### config.mk
export PLATFORM = sky130hd
export DESIGN_NAME = ccmd_top
export DESIGN_NICKNAME = d
export VERILOG_FILES = /design/src/core/ccmd_pkg.sv /design/src/core/ccmd_top.sv
export SDC_FILE = /design/constraint.sdc
export NUM_CORES = 1
export LEC_CHECK = 0
export BUFFER_PORTS_ARGS = -buffer_cell sky130_fd_sc_hd__clkbuf_2
export CAP_MARGIN = 40
export CORE_ASPECT_RATIO = 1.5
export CORE_MARGIN = 8
export CORE_UTILIZATION = 30
export DETAILED_ROUTE_END_ITERATION = 6
export PLACE_DENSITY = 0.46
export SLEW_MARGIN = 20
export SYNTH_ARGS = -nofsm -noshare
export SYNTH_HDL_FRONTEND = slang
export SYNTH_SLANG_ARGS = --single-unit
### constraint.sdc
create_clock -name i_clock -period 5.2 [get_ports i_clock]
set_input_delay 0.78 -clock i_clock [delete_from_list [all_inputs] [get_ports i_clock]]
set_output_delay 0.78 -clock i_clock [all_outputs]
set_load 0.03 [all_outputs]
### src/core/ccmd_pkg.sv
package ccmd_pkg;

   // Clock and shared fast clock rates
   localparam int unsigned CLK_HZ        = 40_000_000;
   localparam int unsigned FAST_HZ       = 8_000_000;
   localparam int unsigned FAST_DIV      = CLK_HZ / FAST_HZ;
   localparam int unsigned FAST_HIGH     = FAST_DIV / 2;

   // Counter population
   localparam int unsigned NUM_CNT       = 12;
   localparam int unsigned NUM_MUXED     = 10;
   localparam logic [2:0]  MODE_MAX      = 3'h5;

   // Register byte offsets
   localparam logic [11:0] OFS_CLK_SEL   = 12'h000;
   localparam logic [11:0] OFS_FAST_SEL  = 12'h004;
   localparam logic [11:0] OFS_DOUT0     = 12'h008;
   localparam logic [11:0] OFS_DOUT1     = 12'h00C;
   localparam logic [11:0] OFS_DIN0      = 12'h010;
   localparam logic [11:0] OFS_DIN1      = 12'h014;
   localparam logic [11:0] OFS_CH_SET    = 12'h018;
   localparam logic [11:0] OFS_CH_CLR    = 12'h01C;
   localparam logic [11:0] OFS_CARD_ID   = 12'h020;
   localparam logic [11:0] OFS_CNT_BASE  = 12'h040;

   // Field positions
   localparam int unsigned CNT_MODE_LSB  = 16;
   localparam int unsigned CH_PORT_BIT   = 3;

   // Clock-source select codes
   localparam logic [1:0]  SRC_EXT       = 2'h0;
   localparam logic [1:0]  SRC_PREV      = 2'h1;
   localparam logic [1:0]  SRC_FAST      = 2'h2;
   localparam logic [1:0]  SRC_LAST      = 2'h3;

   // Reset values
   localparam logic [19:0] RST_CLK_SEL   = 20'h00000;
   localparam logic        RST_FAST_SEL  = 1'b0;
   localparam logic [7:0]  RST_DOUT      = 8'h00;
   localparam logic [2:0]  RST_MODE      = 3'h0;
   localparam logic [15:0] RST_COUNT     = 16'h0000;

   // Per-counter programmed setup
   typedef struct packed {
      logic [2:0]  mode;
      logic [15:0] count;
   } ccmd_cfg_t;

endpackage

### src/core/ccmd_top.sv
`timescale 1ns/1ps

module ccmd_top (
   input  wire logic        i_clock,
   input  wire logic        i_arst_n,
   input  wire logic        i_clock_en,
   input  wire logic        i_psel,
   input  wire logic        i_penable,
   input  wire logic        i_pwrite,
   input  wire logic [11:0] i_paddr,
   input  wire logic [31:0] i_pwdata,
   output logic      [31:0] o_prdata,
   output logic             o_pready,
   output logic             o_pslverr,
   input  wire logic [9:0]  i_ext_clock,
   input  wire logic [7:0]  i_din0,
   input  wire logic [7:0]  i_din1,
   input  wire logic [1:0]  i_card_jumper,
   output logic      [11:0] o_counter_out,
   output logic      [7:0]  o_dout0,
   output logic      [7:0]  o_dout1
);

   ////////////////////////////////////////////////////////////////////////
   // State
   logic [9:0][1:0]         counter_clock_select;
   logic                    fast_select;
   logic [1:0][7:0]         dout;
   ccmd_pkg::ccmd_cfg_t     cfg [ccmd_pkg::NUM_CNT];
   logic [15:0]             cnt [ccmd_pkg::NUM_CNT];
   logic [11:0]             cnt_out;
   logic [11:0]             src;
   logic [11:0]             src_q;
   logic [9:0]              sel_hold;
   logic [2:0]              fast_div;
   logic [31:0]             rdata_q;
   logic                    err_q;

   ////////////////////////////////////////////////////////////////////////
   // Bus decode
   wire        setup   = i_psel & ~i_penable;
   wire        access  = i_psel & i_penable & i_clock_en;
   wire        wr_en   = access & i_pwrite & ~err_q;
   wire [11:0] cnt_ofs = i_paddr - ccmd_pkg::OFS_CNT_BASE;
   wire [3:0]  cnt_idx = cnt_ofs[5:2];
   wire        in_cnt  = (i_paddr >= ccmd_pkg::OFS_CNT_BASE)
                       && (cnt_idx < 4'(ccmd_pkg::NUM_CNT))
                       && (cnt_ofs[11:6] == 6'h00)
                       && (i_paddr[1:0] == 2'h0);
   wire        hit_sel  = i_paddr == ccmd_pkg::OFS_CLK_SEL;
   wire        hit_fast = i_paddr == ccmd_pkg::OFS_FAST_SEL;
   wire        hit_do0  = i_paddr == ccmd_pkg::OFS_DOUT0;
   wire        hit_do1  = i_paddr == ccmd_pkg::OFS_DOUT1;
   wire        hit_di0  = i_paddr == ccmd_pkg::OFS_DIN0;
   wire        hit_di1  = i_paddr == ccmd_pkg::OFS_DIN1;
   wire        hit_set  = i_paddr == ccmd_pkg::OFS_CH_SET;
   wire        hit_clr  = i_paddr == ccmd_pkg::OFS_CH_CLR;
   wire        hit_id   = i_paddr == ccmd_pkg::OFS_CARD_ID;
   wire        hit_any  = hit_sel | hit_fast | hit_do0 | hit_do1
                        | hit_di0 | hit_di1 | hit_set | hit_clr
                        | hit_id | in_cnt;
   wire [2:0]  wr_mode  = i_pwdata[ccmd_pkg::CNT_MODE_LSB +: 3];
   // Modes above 5 are refused rather than stored
   wire        bad_mode = i_pwrite & in_cnt
                        & (wr_mode > ccmd_pkg::MODE_MAX);
   wire        bad_req  = ~hit_any | bad_mode;

   // Single-channel mask; port chosen by one bit, channel by three
   wire        ch_port  = i_pwdata[ccmd_pkg::CH_PORT_BIT];
   wire [7:0]  ch_mask  = 8'h01 << i_pwdata[2:0];
   wire [2:0]  card_num = {1'b0, i_card_jumper} + 3'h1;

   // Read mux, sampled in the setup phase so read data is a flop
   logic [31:0] next_rdata;
   always_comb
   begin
      next_rdata = 32'h00000000;
      if (hit_sel)
         next_rdata = {12'h000, counter_clock_select};
      else if (hit_fast)
         next_rdata = {31'h00000000, fast_select};
      else if (hit_do0)
         next_rdata = {24'h000000, dout[0]};
      else if (hit_do1)
         next_rdata = {24'h000000, dout[1]};
      else if (hit_di0)
         next_rdata = {24'h000000, i_din0};
      else if (hit_di1)
         next_rdata = {24'h000000, i_din1};
      else if (hit_id)
         next_rdata = {29'h00000000, card_num};
      else if (in_cnt)
         next_rdata = {13'h0000, cfg[cnt_idx].mode, cnt[cnt_idx]};
   end

   // Handshake: zero wait states, but a frozen clock holds the transfer
   assign o_pready  = i_penable & i_clock_en;
   assign o_pslverr = i_penable & err_q;
   assign o_prdata  = rdata_q;

   always_ff @(posedge i_clock or negedge i_arst_n)
   begin
      if (!i_arst_n)
      begin
         rdata_q <= 32'h00000000;
         err_q   <= 1'b0;
      end
      else if (i_clock_en && setup)
      begin
         rdata_q <= next_rdata;
         err_q   <= bad_req;
      end
   end

   ////////////////////////////////////////////////////////////////////////
   // Source selects; a changed field blanks one edge of that counter
   always_ff @(posedge i_clock or negedge i_arst_n)
   begin
      if (!i_arst_n)
      begin
         counter_clock_select <= ccmd_pkg::RST_CLK_SEL;
         fast_select          <= ccmd_pkg::RST_FAST_SEL;
         sel_hold             <= 10'h000;
      end
      else if (i_clock_en)
      begin
         sel_hold <= 10'h000;
         if (wr_en && hit_sel)
         begin
            counter_clock_select <= i_pwdata[19:0];
            for (int k = 0; k < 10; k++)
               sel_hold[k] <= i_pwdata[2*k +: 2]
                              != counter_clock_select[k];
         end
         if (wr_en && hit_fast)
            fast_select <= i_pwdata[0];
      end
   end

   ////////////////////////////////////////////////////////////////////////
   // Output ports: byte load, or one channel set or cleared
   always_ff @(posedge i_clock or negedge i_arst_n)
   begin
      if (!i_arst_n)
         dout <= {ccmd_pkg::RST_DOUT, ccmd_pkg::RST_DOUT};
      else if (wr_en)
      begin
         if (hit_do0)
            dout[0] <= i_pwdata[7:0];
         if (hit_do1)
            dout[1] <= i_pwdata[7:0];
         if (hit_set)
            dout[ch_port] <= dout[ch_port] | ch_mask;
         if (hit_clr)
            dout[ch_port] <= dout[ch_port] & ~ch_mask;
      end
   end

   assign o_dout0 = dout[0];
   assign o_dout1 = dout[1];

   ////////////////////////////////////////////////////////////////////////
   // Fixed 8 MHz reference from the card clock
   wire fast_ref   = fast_div < 3'(ccmd_pkg::FAST_HIGH);
   wire fast_clock = fast_select ? cnt_out[10] : fast_ref;

   always_ff @(posedge i_clock or negedge i_arst_n)
   begin
      if (!i_arst_n)
         fast_div <= 3'h0;
      else if (i_clock_en)
         fast_div <= (fast_div == 3'(ccmd_pkg::FAST_DIV - 1))
                     ? 3'h0 : fast_div + 3'h1;
   end

   ////////////////////////////////////////////////////////////////////////
   // Counters; clocks are sampled levels, so the mux never makes a
   // runt pulse and a select change only needs one blanked edge
   assign o_counter_out = cnt_out;

   for (genvar i = 0; i < ccmd_pkg::NUM_CNT; i++)
   begin : g_cnt
      logic edge_hit;
      logic cnt_wr;
      if (i < ccmd_pkg::NUM_MUXED)
      begin : g_mux
         logic prev_out;
         assign prev_out = (i == 0) ? 1'b0 : cnt_out[(i + 11) % 12];
         always_comb
         begin
            unique case (counter_clock_select[i])
               ccmd_pkg::SRC_EXT:  src[i] = i_ext_clock[i];
               ccmd_pkg::SRC_PREV: src[i] = prev_out;
               ccmd_pkg::SRC_FAST: src[i] = fast_clock;
               ccmd_pkg::SRC_LAST: src[i] = cnt_out[9];
            endcase
         end
         assign edge_hit = src[i] & ~src_q[i] & ~sel_hold[i];
      end
      else
      begin : g_fixed
         // Counter 11 runs from 8 MHz, counter 12 from counter 11
         assign src[i]   = (i == 10) ? fast_ref : cnt_out[10];
         assign edge_hit = src[i] & ~src_q[i];
      end

      assign cnt_wr = wr_en & in_cnt & (cnt_idx == 4'(i));

      // Load sets mode and count; source writes never reach here
      always_ff @(posedge i_clock or negedge i_arst_n)
      begin
         if (!i_arst_n)
         begin
            cfg[i]     <= '{ccmd_pkg::RST_MODE, ccmd_pkg::RST_COUNT};
            cnt[i]     <= ccmd_pkg::RST_COUNT;
            cnt_out[i] <= 1'b0;
            src_q[i]   <= 1'b0;
         end
         else if (i_clock_en)
         begin
            src_q[i] <= src[i];
            if (cnt_wr)
            begin
               cfg[i].mode  <= wr_mode;
               cfg[i].count <= i_pwdata[15:0];
               cnt[i]       <= i_pwdata[15:0];
               cnt_out[i]   <= 1'b0;
            end
            else if (edge_hit)
            begin
               // Counts below 2 reload at once; hence the host minimum
               if (cnt[i] <= 16'h0001)
               begin
                  cnt[i]     <= cfg[i].count;
                  cnt_out[i] <= ~cnt_out[i];
               end
               else
                  cnt[i] <= cnt[i] - 16'h0001;
            end
         end
      end

   end
endmodule // ccmd_top

==> reports/metrics.csv <==
stage,metric,value,unit
sta,skew final,0.02195,ns
sta,fmax,0.3254,GHz
synth,Synth top area share,0.4330,
critical_path,"Largest stage delay, worst path",0.63,ns
final_layout,post-route insts no fill,4877,
synth,prevailing post-synth register cell,dfrtp_1,
place,dpl hpwl,85530,um
clock_network,clk buf depth,3,
global_route,largest net degree at the start of global routing,108,
routing,via count,26890,
place,Port Buffers,115,
critical_path,crit path DAT,3.65,ns
critical_path,Crit-path slowest cell,dfrtp_1,
routing,vias per inst,5.513,
synth,"top cells by area, synth","dfrtp_1, nand2_1, o21ai_0",
critical_path,critical path class,register to register,
critical_path,stages on the worst setup path,6,
sta,"Hold Vio Cnt, Final",0,
clock_network,"CTS clk-pin slew, worst paths",0.06,ns
global_route,first-pass GRT wire length,180300,um
sta,slew margin rel.,0.4063,
global_route,met2 usage,0.3750,
critical_path,cell family with most CP delay,compound AO/OA/AOI/OAI gates,
global_route,final global-route overflow total,0,
critical_path,FF-to-FF End,cnt[136],
critical_path,"Cell Chain, Critical Path",nand2_1 -> a311oi_1 -> o21a_1 -> o21ai_0 -> a221oi_1 -> a21o_1,
floorplan,Die Wd,273.2,um
floorplan,Std-Cell Rows,141,
run_status,status,finished clean,
clock_network,Post-CTS Setup Bufs,0,
place,Final GP Congestion,0.8860,
synth,Synthesis Warnings,0,
synth,Mapped Area,29770,um^2
global_route,met1 Use GR,0.2621,
synth,Mean Syn Cell Area,8.435,um^2
critical_path,reg2reg start,o_counter_out[10],
final_layout,Layout area overhead,13.41,%
clock_network,hold buffer count at CTS,0,
global_route,most used routing layer,met2,
floorplan,Die ar.,109800,um^2
floorplan,Die H,401.8,um
final_layout,design area,33760,um^2
floorplan,number of I/O pins,140,
sta,Max Slew Vio Count,0,
synth,Post-synth ARST share,1.000,
final_layout,Final Core Density,0.3429,
critical_path,CP endpoint kind,register,
synth,largest area contributor in the netlist,dfrtp_1,
hold_path,Hold Crit Class,input pin to async pin,
global_route,GRT Util Overall,0.2150,
clock_network,Root Driver,clkbuf_16,
sta,fin crit period,3.073,ns
routing,TritonRoute pass-1 iters,5,
critical_path,WP buf/inv,0,
critical_path,r2r setup slk,2.13,ns
clock_network,CTS tree,yes,
power_and_ir_drop,maximum VDD drop,0.2303,mV
clock_network,post_cts resized,0,
synth,Synth Register Bits,515,
critical_path,crit path max fanout,18,
synth,Synth Instances,3529,
final_layout,final net count,3643,
critical_path,Worst setup SP type,register,
place,dpl cell area,31770,um^2
synth,commonest cells in the netlist,"nand2_1, dfrtp_1, nor2_1",
place,Inst Count DP,4764,
flow_run,max cap viols,0,
floorplan,Initial Utilization,0.3024,
routing,Routed Antenna Nets,0,
global_route,vias in the first global route,26400,
floorplan,total core area,98440,um^2
synth,"Seq/Total Area, Yosys",0.4330,
clock_network,Clock Latency Late Sink,0.66,ns
routing,routed wire length,120700,um
global_route,met3 Track Usage GR,0.02642,
routing,# DRC,0,
critical_path,Critical Path RT,5.78,ns
clock_network,CTS sink cnt,515,
sta,Worst-Margin Slew,0.8832,ns
global_route,initial antenna violation count,4,
power_and_ir_drop,power density over the cells,419.4,nW/um^2
power_and_ir_drop,Static Leak,15.43,nW
sta,Final period util,0.5910,
sta,endpoints failing setup,0,
routing,DR iter-0 viols,2175,
sta,setup TNS,0,ns
sta,unrepaired setup endpoints after global routing,no,
clock_network,CTS Buf Count,57,
critical_path,R2R depth,6,
synth,synth unique cells,89,
power_and_ir_drop,Total Power,14.16,mW
clock_network,Max H-tree Level,2,
synth,most frequent cell after synthesis,nand2_1,
final_layout,layout cells sized above 1,0.1224,
routing,WL per Instance,24.75,um
final_layout,FILL cells,10360,
synth,Post-synth EDFFs,0,
routing by layer:
| metal | up-vias | routed length, um |
|---|---|---|
| met3 | 206 | 5476 |
| met2 | 757 | 60370 |
| met4 | 0 | 6126 |
| met1 | 13450 | 48750 |
| met5 | - | 0 |
| li1 | 12480 | - |
worst reg2reg max path: stages, from the launching register on:
cell      delay (ns)
dfrtp_1         0.63
nand2_1         0.48
a311oi_1        0.61
o21a_1          0.62
o21ai_0         0.20
a221oi_1        0.34
a21o_1          0.12
cells by family after synthesis:
family | after synthesis | share of synthesized area
buf+inv | 356 | 0.04964
flops | 515 | 0.4330
compound gates | 842 | 0.1818
simple gates | 1587 | 0.2353
xor+xnor | 74 | 0.02177
fa+ha+maj | 27 | 0.01135
mux | 127 | 0.06709
other cells | 1 | 0.0001260
power breakdown:
group	internal (mW)	switching, mW
clock	2.51	1.83
combinational	1.71	2.42
sequential	4.54	1.15
total	8.76	5.40
worst max-delay path by stage:
stage	start	to	slack [ns]
after CTS	o_counter_out[10]	cnt[136]	2.04
after floorplan	i_paddr[5]	cnt[159]	2.48
after detailed placement	i_paddr[3]	cnt[171]	1.47
after global routing	o_counter_out[10]	cnt[136]	1.87
after global placement	i_paddr[4]	cnt[177]	1.48
final	o_counter_out[10]	cnt[136]	2.13
registers in the layout, summed over array words and instances, names as in the netlist, 3 cells and up:
| signal | count |
|---|---|
| o_dout0 | 8 |
| g_cnt.g_mux.prev_out | 9 |
| sel_hold | 10 |
| o_prdata | 20 |
| src_q | 12 |
| o_dout1 | 8 |
| cfg | 228 |
| cnt | 192 |
| o_counter_out | 3 |
| counter_clock_select | 20 |
| fast_div | 3 |
cells in the final DEF (no fill, tap or decap), types with 66 or more instances in the layout:
master,netlist,layout
dfrtp_1,515,515
inv_1,89,89
clkbuf_2,2,113
nand3_1,66,66
nand2_1,868,868
a21oi_1,146,146
buf_4,23,69
nor3_1,77,77
o21ai_0,251,251
nor2_1,314,312
o211ai_1,74,74
metrics by stage:
stage / setup WS [ns] / hold slack, ns
floorplan: 2.484 / 0.4298
global placement: 1.481 / 0.4429
detailed placement: 1.468 / 0.4464
CTS: 2.040 / 0.1413
global route: 1.867 / 0.1748
finish: 2.127 / 0.1407
final cells by class:
| cell class | instances | area (um^2) | area share |
|---|---|---|---|
| clock buffers | 89 | 1717 | 0.05085 |
| repair buffers | 204 | 1425 | 0.04222 |
| multi-input cells | 2669 | 15510 | 0.4596 |
| inverters | 91 | 341.6 | 0.01012 |
| well taps | 1287 | 1610 | 0.04770 |
| clock inverters | 19 | 254.0 | 0.007524 |
| diodes | 3 | 7.507 | 0.0002224 |
| flip-flops and latches | 515 | 12890 | 0.3818 |
No activity file was read; power rests on OpenSTA's default activity.
